### config.mk
export PLATFORM = sky130hd
export DESIGN_NAME = tec_timer_event_counter
export DESIGN_NICKNAME = d
export VERILOG_FILES = /design/src/rtl/tec_timer_event_counter.v
export VERILOG_INCLUDE_DIRS = /design/src /design/src/rtl
export SDC_FILE = /design/constraint.sdc
export NUM_CORES = 1
export LEC_CHECK = 0
export BUFFER_PORTS_ARGS = -buffer_cell sky130_fd_sc_hd__buf_2
export CORE_MARGIN = 4
export CORE_UTILIZATION = 42
export CTS_BUF_LIST = sky130_fd_sc_hd__clkbuf_8
export DETAILED_ROUTE_END_ITERATION = 8
export GPL_TIMING_DRIVEN = 0
export PLACE_DENSITY = 0.66
export SYNTH_ARGS = -nofsm -noshare
export SYNTH_HDL_FRONTEND = slang
export SYNTH_SLANG_ARGS = --single-unit
### constraint.sdc
create_clock -name mclk -period 4.48 [get_ports mclk]
set_clock_uncertainty 0.05 [all_clocks]
set_input_delay 0.448 -clock mclk [delete_from_list [all_inputs] [get_ports mclk]]
set_output_delay 0.448 -clock mclk [all_outputs]
set_load 0.02 [all_outputs]
### src/rtl/tec_consts.vh
// Constants for the 8-bit timer/event counter: register offsets, field positions, reset values, mode codes.
// Assumes a 32-bit Avalon-MM slave with byte addresses and one clock, mclk.
`ifndef TEC_CONSTS_VH
`define TEC_CONSTS_VH

// ----------------------------------------------------------------------
// Register byte offsets
// ----------------------------------------------------------------------
`define TEC_ADDR_COUNT    4'h0
`define TEC_ADDR_CTRL     4'h4
`define TEC_ADDR_IRQCTL   4'h8

// ----------------------------------------------------------------------
// Control register fields
// ----------------------------------------------------------------------
`define TEC_CTRL_PSC_LSB  0
`define TEC_CTRL_PSC_MSB  2
`define TEC_CTRL_POL_BIT  3
`define TEC_CTRL_RUN_BIT  4
`define TEC_CTRL_MODE_LSB 6
`define TEC_CTRL_MODE_MSB 7
`define TEC_CTRL_RW_MASK  8'hdf

// ----------------------------------------------------------------------
// Interrupt control register fields
// ----------------------------------------------------------------------
`define TEC_IRQ_EN_BIT    0
`define TEC_IRQ_FLAG_BIT  1

// ----------------------------------------------------------------------
// Mode codes, high bit first
// ----------------------------------------------------------------------
`define TEC_MODE_IDLE     2'h0
`define TEC_MODE_EVENT    2'h1
`define TEC_MODE_TIMER    2'h2
`define TEC_MODE_PULSE    2'h3

// ----------------------------------------------------------------------
// Reset values and the full count value
// ----------------------------------------------------------------------
`define TEC_RST_COUNT     8'h00
`define TEC_RST_PRELOAD   8'h00
`define TEC_RST_CTRL      8'h00
`define TEC_COUNT_FULL    8'hff

`endif

### src/rtl/tec_timer_event_counter.v
// Top of the 8-bit timer/event counter with reload, 3-bit prescaler and three modes.
// Assumes an Avalon-MM master on mclk and an asynchronous count pin that is synchronised here.
//
// Added by the designer: register access over Avalon-MM and the register addresses.
`include "tec_consts.vh"

module tec_timer_event_counter #(
  parameter CNT_WIDTH = 8,
  parameter PSC_STAGES = 7
) (
  input  wire        mclk,
  input  wire        srst,
  input  wire [3:0]  avsAddress,
  input  wire        avsRead,
  input  wire        avsWrite,
  input  wire [31:0] avsWritedata,
  input  wire [3:0]  avsByteenable,
  output reg  [31:0] avsReaddata,
  output reg         avsWaitrequest,
  input  wire        countInputPin,
  input  wire        pinDirIsInput,
  input  wire        powerDown,
  output reg         timerIrq,
  output reg         wakeUp
);

  // ----------------------------------------------------------------------
  // Register state
  // ----------------------------------------------------------------------
  reg [CNT_WIDTH-1:0]  count_reg;
  reg [CNT_WIDTH-1:0]  count_next;
  reg [CNT_WIDTH-1:0]  preload_reg;
  reg [7:0]            ctrl_reg;
  reg [7:0]            ctrl_next;
  reg                  irqEn_reg;
  reg                  irqFlag_reg;
  reg                  irqFlag_next;
  reg [PSC_STAGES-1:0] div_reg;
  reg                  pinSync1_reg;
  reg                  pinSync2_reg;
  reg                  pinPrev_reg;
  reg                  measuring_reg;
  reg                  measuring_next;
  reg                  overflow;
  reg                  countEn;

  // ----------------------------------------------------------------------
  // Field decode
  // ----------------------------------------------------------------------
  wire [2:0] prescaleSel  = ctrl_reg[`TEC_CTRL_PSC_MSB:`TEC_CTRL_PSC_LSB];
  wire       edgePolarity = ctrl_reg[`TEC_CTRL_POL_BIT];
  wire       runFlag      = ctrl_reg[`TEC_CTRL_RUN_BIT];
  wire [1:0] modeSel      = ctrl_reg[`TEC_CTRL_MODE_MSB:`TEC_CTRL_MODE_LSB];

  wire modeTimer = (modeSel == `TEC_MODE_TIMER);
  wire modeEvent = (modeSel == `TEC_MODE_EVENT);
  wire modePulse = (modeSel == `TEC_MODE_PULSE);

  // ----------------------------------------------------------------------
  // Bus access decode
  // ----------------------------------------------------------------------
  wire busReq     = avsRead | avsWrite;
  wire busDone    = busReq & ~avsWaitrequest;
  wire hitCount   = (avsAddress == `TEC_ADDR_COUNT);
  wire hitCtrl    = (avsAddress == `TEC_ADDR_CTRL);
  wire hitIrq     = (avsAddress == `TEC_ADDR_IRQCTL);
  wire lane0      = avsByteenable[0];
  wire wrCount    = busDone & avsWrite & hitCount & lane0;
  wire wrCtrl     = busDone & avsWrite & hitCtrl & lane0;
  wire wrIrq      = busDone & avsWrite & hitIrq & lane0;

  // Counting pauses for the whole access to the count register.
  wire countInhibit = busReq & hitCount;

  // ----------------------------------------------------------------------
  // Avalon slave: one wait cycle, then the access completes
  // ----------------------------------------------------------------------
  always @(posedge mclk) begin
    if (srst) begin
      avsWaitrequest <= 1'b1;
      avsReaddata    <= 32'h0000_0000;
    end else begin
      avsWaitrequest <= ~(busReq & avsWaitrequest);
      if (avsRead & avsWaitrequest) begin
        if (hitCount) begin
          avsReaddata <= {{(32-CNT_WIDTH){1'b0}}, count_reg};
        end else if (hitCtrl) begin
          avsReaddata <= {24'h00_0000, ctrl_reg};
        end else if (hitIrq) begin
          avsReaddata <= {30'h0000_0000, irqFlag_reg, irqEn_reg};
        end else begin
          avsReaddata <= 32'h0000_0000;
        end
      end
    end
  end

  // ----------------------------------------------------------------------
  // Prescaler: code n gives a tick every 2**n mclk cycles
  // ----------------------------------------------------------------------
  wire [PSC_STAGES-1:0] divMask = ~({PSC_STAGES{1'b1}} << prescaleSel);
  // The tick marks the falling edge of the divided clock.
  wire prescaleTick = ((div_reg & divMask) == divMask);

  always @(posedge mclk) begin
    if (srst) begin
      div_reg <= {PSC_STAGES{1'b0}};
    end else begin
      div_reg <= div_reg + {{(PSC_STAGES-1){1'b0}}, 1'b1};
    end
  end

  // ----------------------------------------------------------------------
  // Count pin synchroniser and edge detect
  // ----------------------------------------------------------------------
  always @(posedge mclk) begin
    if (srst) begin
      pinSync1_reg <= 1'b0;
      pinSync2_reg <= 1'b0;
      pinPrev_reg  <= 1'b0;
    end else begin
      pinSync1_reg <= countInputPin;
      pinSync2_reg <= pinSync1_reg;
      pinPrev_reg  <= pinSync2_reg;
    end
  end

  wire pinRise    = pinSync2_reg & ~pinPrev_reg;
  wire pinFall    = ~pinSync2_reg & pinPrev_reg;
  wire pinUsed    = (modeEvent | modePulse) & pinDirIsInput;
  wire eventEdge  = edgePolarity ? pinFall : pinRise;
  wire pulseStart = edgePolarity ? pinRise : pinFall;
  wire pulseEnd   = edgePolarity ? pinFall : pinRise;

  // ----------------------------------------------------------------------
  // Pulse width measurement window
  // ----------------------------------------------------------------------
  wire pulseEndHit = modePulse & runFlag & measuring_reg & pinUsed & pulseEnd;

  always @* begin
    measuring_next = measuring_reg;
    if (~runFlag | ~modePulse | ~pinUsed) begin
      measuring_next = 1'b0;
    end else if (pulseEnd) begin
      measuring_next = 1'b0;
    end else if (pulseStart) begin
      measuring_next = 1'b1;
    end
  end

  // ----------------------------------------------------------------------
  // Count qualification
  // ----------------------------------------------------------------------
  always @* begin
    countEn = 1'b0;
    if (runFlag & ~countInhibit) begin
      if (modeTimer) begin
        countEn = prescaleTick & ~powerDown;
      end else if (modeEvent) begin
        countEn = pinUsed & eventEdge;
      end else if (modePulse) begin
        countEn = measuring_reg & prescaleTick & ~powerDown;
      end
    end
  end

  // ----------------------------------------------------------------------
  // Counter, preload and overflow
  // ----------------------------------------------------------------------
  always @* begin
    overflow   = 1'b0;
    count_next = count_reg;
    if (wrCount & ~runFlag) begin
      count_next = avsWritedata[CNT_WIDTH-1:0];
    end else if (countEn) begin
      if (count_reg == `TEC_COUNT_FULL) begin
        overflow   = 1'b1;
        count_next = preload_reg;
      end else begin
        count_next = count_reg + {{(CNT_WIDTH-1){1'b0}}, 1'b1};
      end
    end
  end

  always @(posedge mclk) begin
    if (srst) begin
      count_reg     <= `TEC_RST_COUNT;
      preload_reg   <= `TEC_RST_PRELOAD;
      measuring_reg <= 1'b0;
    end else begin
      count_reg     <= count_next;
      measuring_reg <= measuring_next;
      if (wrCount) begin
        preload_reg <= avsWritedata[CNT_WIDTH-1:0];
      end
    end
  end

  // ----------------------------------------------------------------------
  // Control register: a software write wins over the hardware run clear
  // ----------------------------------------------------------------------
  always @* begin
    ctrl_next = ctrl_reg;
    if (wrCtrl) begin
      ctrl_next = avsWritedata[7:0] & `TEC_CTRL_RW_MASK;
    end else if (pulseEndHit) begin
      ctrl_next[`TEC_CTRL_RUN_BIT] = 1'b0;
    end
  end

  always @(posedge mclk) begin
    if (srst) begin
      ctrl_reg <= `TEC_RST_CTRL;
    end else begin
      ctrl_reg <= ctrl_next;
    end
  end

  // ----------------------------------------------------------------------
  // Interrupt request flag, enable, and wake-up
  // ----------------------------------------------------------------------
  always @* begin
    irqFlag_next = irqFlag_reg;
    if (wrIrq) begin
      irqFlag_next = avsWritedata[`TEC_IRQ_FLAG_BIT];
    end
    if (overflow) begin
      irqFlag_next = 1'b1;
    end
  end

  always @(posedge mclk) begin
    if (srst) begin
      irqEn_reg   <= 1'b0;
      irqFlag_reg <= 1'b0;
      timerIrq    <= 1'b0;
      wakeUp      <= 1'b0;
    end else begin
      irqFlag_reg <= irqFlag_next;
      if (wrIrq) begin
        irqEn_reg <= avsWritedata[`TEC_IRQ_EN_BIT];
      end
      timerIrq <= irqFlag_reg & irqEn_reg;
      wakeUp   <= overflow;
    end
  end

endmodule // tec_timer_event_counter

Word-level counts from Yosys, hierarchy flattened
Cells that the tools add are included.
- bits of input ports: 47
- word-level logic and storage cells: 89
- register bits after elaboration: 71
- reductions and logical operators: 5
- eq/ne operators: 7
- muxes and demuxes: 19
- bitwise operators: 40
- shift-type cells: 1
- add/sub/neg operators: 2
- operators with widths (operator ; count):
    8-bit 2-to-1 mux ; 5
    1-bit AND ; 25
    1-bit 2-to-1 mux ; 13
    1-bit inverter ; 9
    8-bit by 1-bit adder with 8-bit output (second input constant) ; 1
    8-bit == test (second input constant) ; 1
    7-bit by 1-bit adder with 7-bit output (second input constant) ; 1
    7-bit AND ; 1
    7-bit == test ; 1
    7-bit inverter ; 1
    7-bit by 3-bit << shifter with 7-bit output (first input constant) ; 1
    2-bit nonzero test ; 3
    2-bit == test (second input constant) ; 2
    4-bit by 3-bit == test with 1-bit output (second input constant) ; 1
    4-bit == test (second input constant) ; 1
    4-bit zero test ; 1
    1-bit bitwise OR ; 4
    3-bit OR reduction ; 1
    2-bit by 1-bit == test with 1-bit output (second input constant) ; 1
    2-bit 2-to-1 mux ; 1

Logic depth before layout (Yosys ltp)
- word-level depth: 13
- gate-level depth with buffers: 10
- depth with buffers taken out: 8

Worst setup path after synthesis
No wires, ideal clock.
- path kind: input -> register
- start: input avsAddress[1]
- end: register count_reg[3]
- data required time: 4.306 ns
- slack: 2.331 ns
- cell stages on the path: 10
- library setup time: 0.124 ns
- arrival time: 1.975 ns
- cells stage by stage: or3_1 -> buf_2 -> or2_1 -> buf_2 -> or3_1 -> buf_2 -> nor2_1 -> nor2_1 -> o31ai_1 -> a21oi_1
- longest elaborated chain between the ends: 6
- elaborated cells between the ends (all ways): 10
- classes of those cells: 2 x mux; 6 x bitwise; 2 x reduce/logical
- ends and longest elaborated chain (what ; RTL line ; RTL):
    from (decl) ; tec_timer_event_counter.v:13 ; input wire [3:0] avsAddress,
    4-bit zero test (no line) * ; n/a ;
    1-bit AND ; tec_timer_event_counter.v:73 ; wire countInhibit = busReq & hitCount;
    1-bit inverter ; tec_timer_event_counter.v:156 ; if (runFlag & ~countInhibit) begin
    1-bit AND ; tec_timer_event_counter.v:156 ;
    1-bit 2-to-1 mux ; tec_timer_event_counter.v:156 ;
    2-bit nonzero test (no line) ; n/a ;
    to (signal assigned) ; tec_timer_event_counter.v:187 ; count_reg <= `TEC_RST_COUNT;
    to (signal assigned) ; tec_timer_event_counter.v:191 ; count_reg <= count_next;
    to (decl) ; tec_timer_event_counter.v:30 ; reg [CNT_WIDTH-1:0] count_reg;
Every way passes the cells marked *; elsewhere a longest branch is shown, timed or not.
A chain may end at the register's enable or synchronous reset.

Worst setup path after layout
- start: register count_reg[0]
- end: register count_reg[0]
- longest elaborated chain between the ends: 4
- elaborated cells between the ends (all ways): 5
- classes of those cells: 1 x add/sub; 1 x eq/ne; 3 x mux
- ends and longest elaborated chain (what ; RTL line ; RTL):
    8-bit by 1-bit adder with 8-bit output or 8-bit == test (tied branches) ; n/a ;
    8-bit 2-to-1 mux * ; tec_timer_event_counter.v:176 ; if (count_reg == `TEC_COUNT_FULL) begin
    8-bit 2-to-1 mux * ; tec_timer_event_counter.v:175 ; end else if (countEn) begin
    8-bit 2-to-1 mux * ; tec_timer_event_counter.v:173 ; if (wrCount & ~runFlag) begin
Every way passes the cells marked *; elsewhere a longest branch is shown, timed or not. The select of a mux whose other input is x is not followed.

==> impl_metrics.json <==
{
  "status": "complete, no violations",
  "syn-instance-count": 283,
  "clock_latency_ps": 310,
  "via_per_inst": 5.02,
  "synthArstFlopShare": 0,
  "syn2layout_area_growth_pct": 18.2,
  "cts_root_buf": "clkbuf_8",
  "cellPowerDensity_nw_per_um2": 293,
  "avgSynthCellArea_um2": 8.48,
  "drive_above_1_share": 0.222,
  "grt_pass1_vias": 1886,
  "drv_cap": 0,
  "startpoint": "count_reg[0]",
  "synth_warnings": 0,
  "p_int_uw": 622,
  "p_leak_nw": 1.20,
  "ios": 82,
  "grt_first_pass_wirelength_um": 9380,
  "h-tree-depth": 2,
  "power_frac_clock": 0.391,
  "globalRouteTotalUtil": 0.165,
  "power_uw": 831,
  "synth-seq-cells": 47,
  "fp-row-count": 27,
  "diodes": 0,
  "final_util": 0.512,
  "cts_tree": "done",
  "grt.overflow.total": 0,
  "slew_viol_final": 0,
  "combinationalPowerShare": 0.096,
  "synth_edf_count": 0,
  "clk_path_buf_depth": 2,
  "die_area_um2": 6990,
  "fin_ws_ps": 2310,
  "antenna_found_initial": 0,
  "critPathLaunchType": "flip-flop",
  "die_w_um": 83.6,
  "fill_cells": 548,
  "wire_per_inst_um": 13.5,
  "gp_congestion": 0.942,
  "routed_wl_um": 5600,
  "min_from": "countInputPin",
  "die_h_um": 83.6,
  "worst-setup-path-type": "flip-flop to flip-flop",
  "drc": 0,
  "ir_worst_vdd_v": 0.000144,
  "switching_power_uw": 209,
  "p_seq_frac": 0.514,
  "cts_buffers": 5,
  "ctsHoldBuffers": 0,
  "ant_nets": 0,
  "min_period_over_period": 0.485,
  "sw_frac_of_total": 0.251,
  "clk_pin_slew_ps": 90,
  "syn_area_um2": 2400,
  "postCtsSetupRepairBufs": 0,
  "seq_area_frac_synth": 0.392,
  "rsz0062_at_grt": "no",
  "start_util": 0.433,
  "io_buffers": 29,
  "dr.pass1.iters": 4,
  "worstPathMaxFanout": 8,
  "r2r-start": "count_reg[0]",
  "yosysUniqueCellTypes": 51,
  "drtIter0Drc": 118,
  "period_needed_ps": 2170,
  "cts_resized": 0,
  "setup_viol": 0,
  "max_freq_mhz": 461,
  "max-slew-margin-rel": 0.569,
  "required_ps": 4690,
  "worst_pin_slew_ps": 644,
  "place_ws_ps": 2040,
  "finalHoldViolCount": 0,
  "coreArea_um2": 5540,
  "synth-main-ff-cell": "dfxtp_1",
  "multiInputGateArea_um2": 1290,
  "critPathCaptureType": "flip-flop",
  "clock-sinks": 47,
  "vias": 2083,
  "crit_arrival_ps": 2380,
  "hold_path_class": "input pin to flip-flop",
  "nNetsFinal": 391,
  "holdWs_ps": 297,
  "hpwl_um": 4230,
  "setup_tns_ps": 0,
  "seq_area_um2": 941,
  "grt_max_degree": 17
}
==> cells by family (layout without fill, tap and decap cells) <==
| kind of cell | after synthesis | count (layout) | synth area share |
|---|---|---|---|
| AND/OR/NAND/NOR | 112 | 112 | 0.226 |
| multiplexers | 25 | 25 | 0.104 |
| XOR/XNOR | 6 | 6 | 0.0219 |
| other | 1 | 24 | 0.00156 |
| adder cells (fa/ha/maj) | 2 | 2 | 0.0104 |
| buffers and inverters | 41 | 78 | 0.107 |
| AO/OA/AOI/OAI | 49 | 49 | 0.138 |
| flip-flops | 47 | 47 | 0.392 |
==> through the flow <==
step,instance area [um^2],instances
floorplan,2490,306
global placement,2720,407
detailed placement,2720,407
CTS,2840,415
global route,2840,415
finish,2840,415
==> cells in the mapped netlist, types with 3 or more instances <==
library cell | number | area (um^2)
mux2i_1 | 25 | 250
nand2_1 | 18 | 67.6
a21oi_1 | 16 | 80.1
nand4_1 | 4 | 25.0
xor2_1 | 4 | 35.0
dfxtp_1 | 47 | 941
buf_4 | 24 | 180
clkbuf_1 | 5 | 18.8
nor2b_1 | 7 | 43.8
inv_1 | 4 | 15.0
buf_2 | 4 | 20.0
nand3_1 | 11 | 55.1
nor2_1 | 45 | 169
o21ai_0 | 9 | 45.0
buf_1 | 3 | 11.3
nor3_1 | 8 | 40.0
==> power by group through the flow <==
stage,logic [mW],registers [mW],clock network [mW]
floorplan,0.0576,0.436,0
global placement,0.0783,0.437,0
detailed placement,0.0788,0.437,0
CTS,0.0789,0.427,0.332
global route,0.0872,0.428,0.346
finish,0.0795,0.427,0.325
==> per-layer routing <==
metal / share of wire / vias to the layer above / GRT usage
met1: 0.47 / 937 / 0.228
met2: 0.43 / 79 / 0.247
met5: 0 / - / 0
li1: - / 1057 / -
met3: 0.083 / 10 / 0.0395
met4: 0.018 / 0 / 0.0614
==> worst paths after layout <==
path                       end  cells after the start  slack (ps)
setup / recovery  count_reg[0]                      8        2310
hold / removal    pinSync1_reg                      2         300
setup reg to reg  count_reg[0]                      8        2310
hold reg to reg   pinSync2_reg                      1         400
==> final cells by class <==
cell class | instances | area share
Inverter | 4 | 0.00529
Clock inverter | 3 | 0.0167
Multi-Input combinational cell | 218 | 0.454
Timing Repair Buffer | 29 | 0.0511
Sequential cell | 47 | 0.331
Buffer | 37 | 0.0851
Clock buffer | 5 | 0.0242
Tap cell | 72 | 0.0317
==> critical path: stages, from the launching register on <==
cell and delay (ps):
dfxtp_1 380, ha_1 310, and3_1 210, clkbuf_1 200, nand2_1 190, nor2_1 50
or4_4 410, a211oi_2 200, a31o_1 110
==> placed cells by master (no fill, tap or decap), drive strengths merged, types with 4 or more instances in the layout <==
| master | instances |
|---|---|
| nor3 | 9 |
| a21oi | 16 |
| nand2 | 18 |
| conb | 24 |
| nand3 | 11 |
| mux2i | 25 |
| inv | 5 |
| xor2 | 4 |
| clkbuf | 10 |
| buf | 61 |
| dfxtp | 47 |
| o21ai | 11 |
| nor2 | 47 |
| a211oi | 4 |
| nand4 | 4 |
| nor2b | 7 |
No activity file was read; power rests on OpenSTA's default activity.
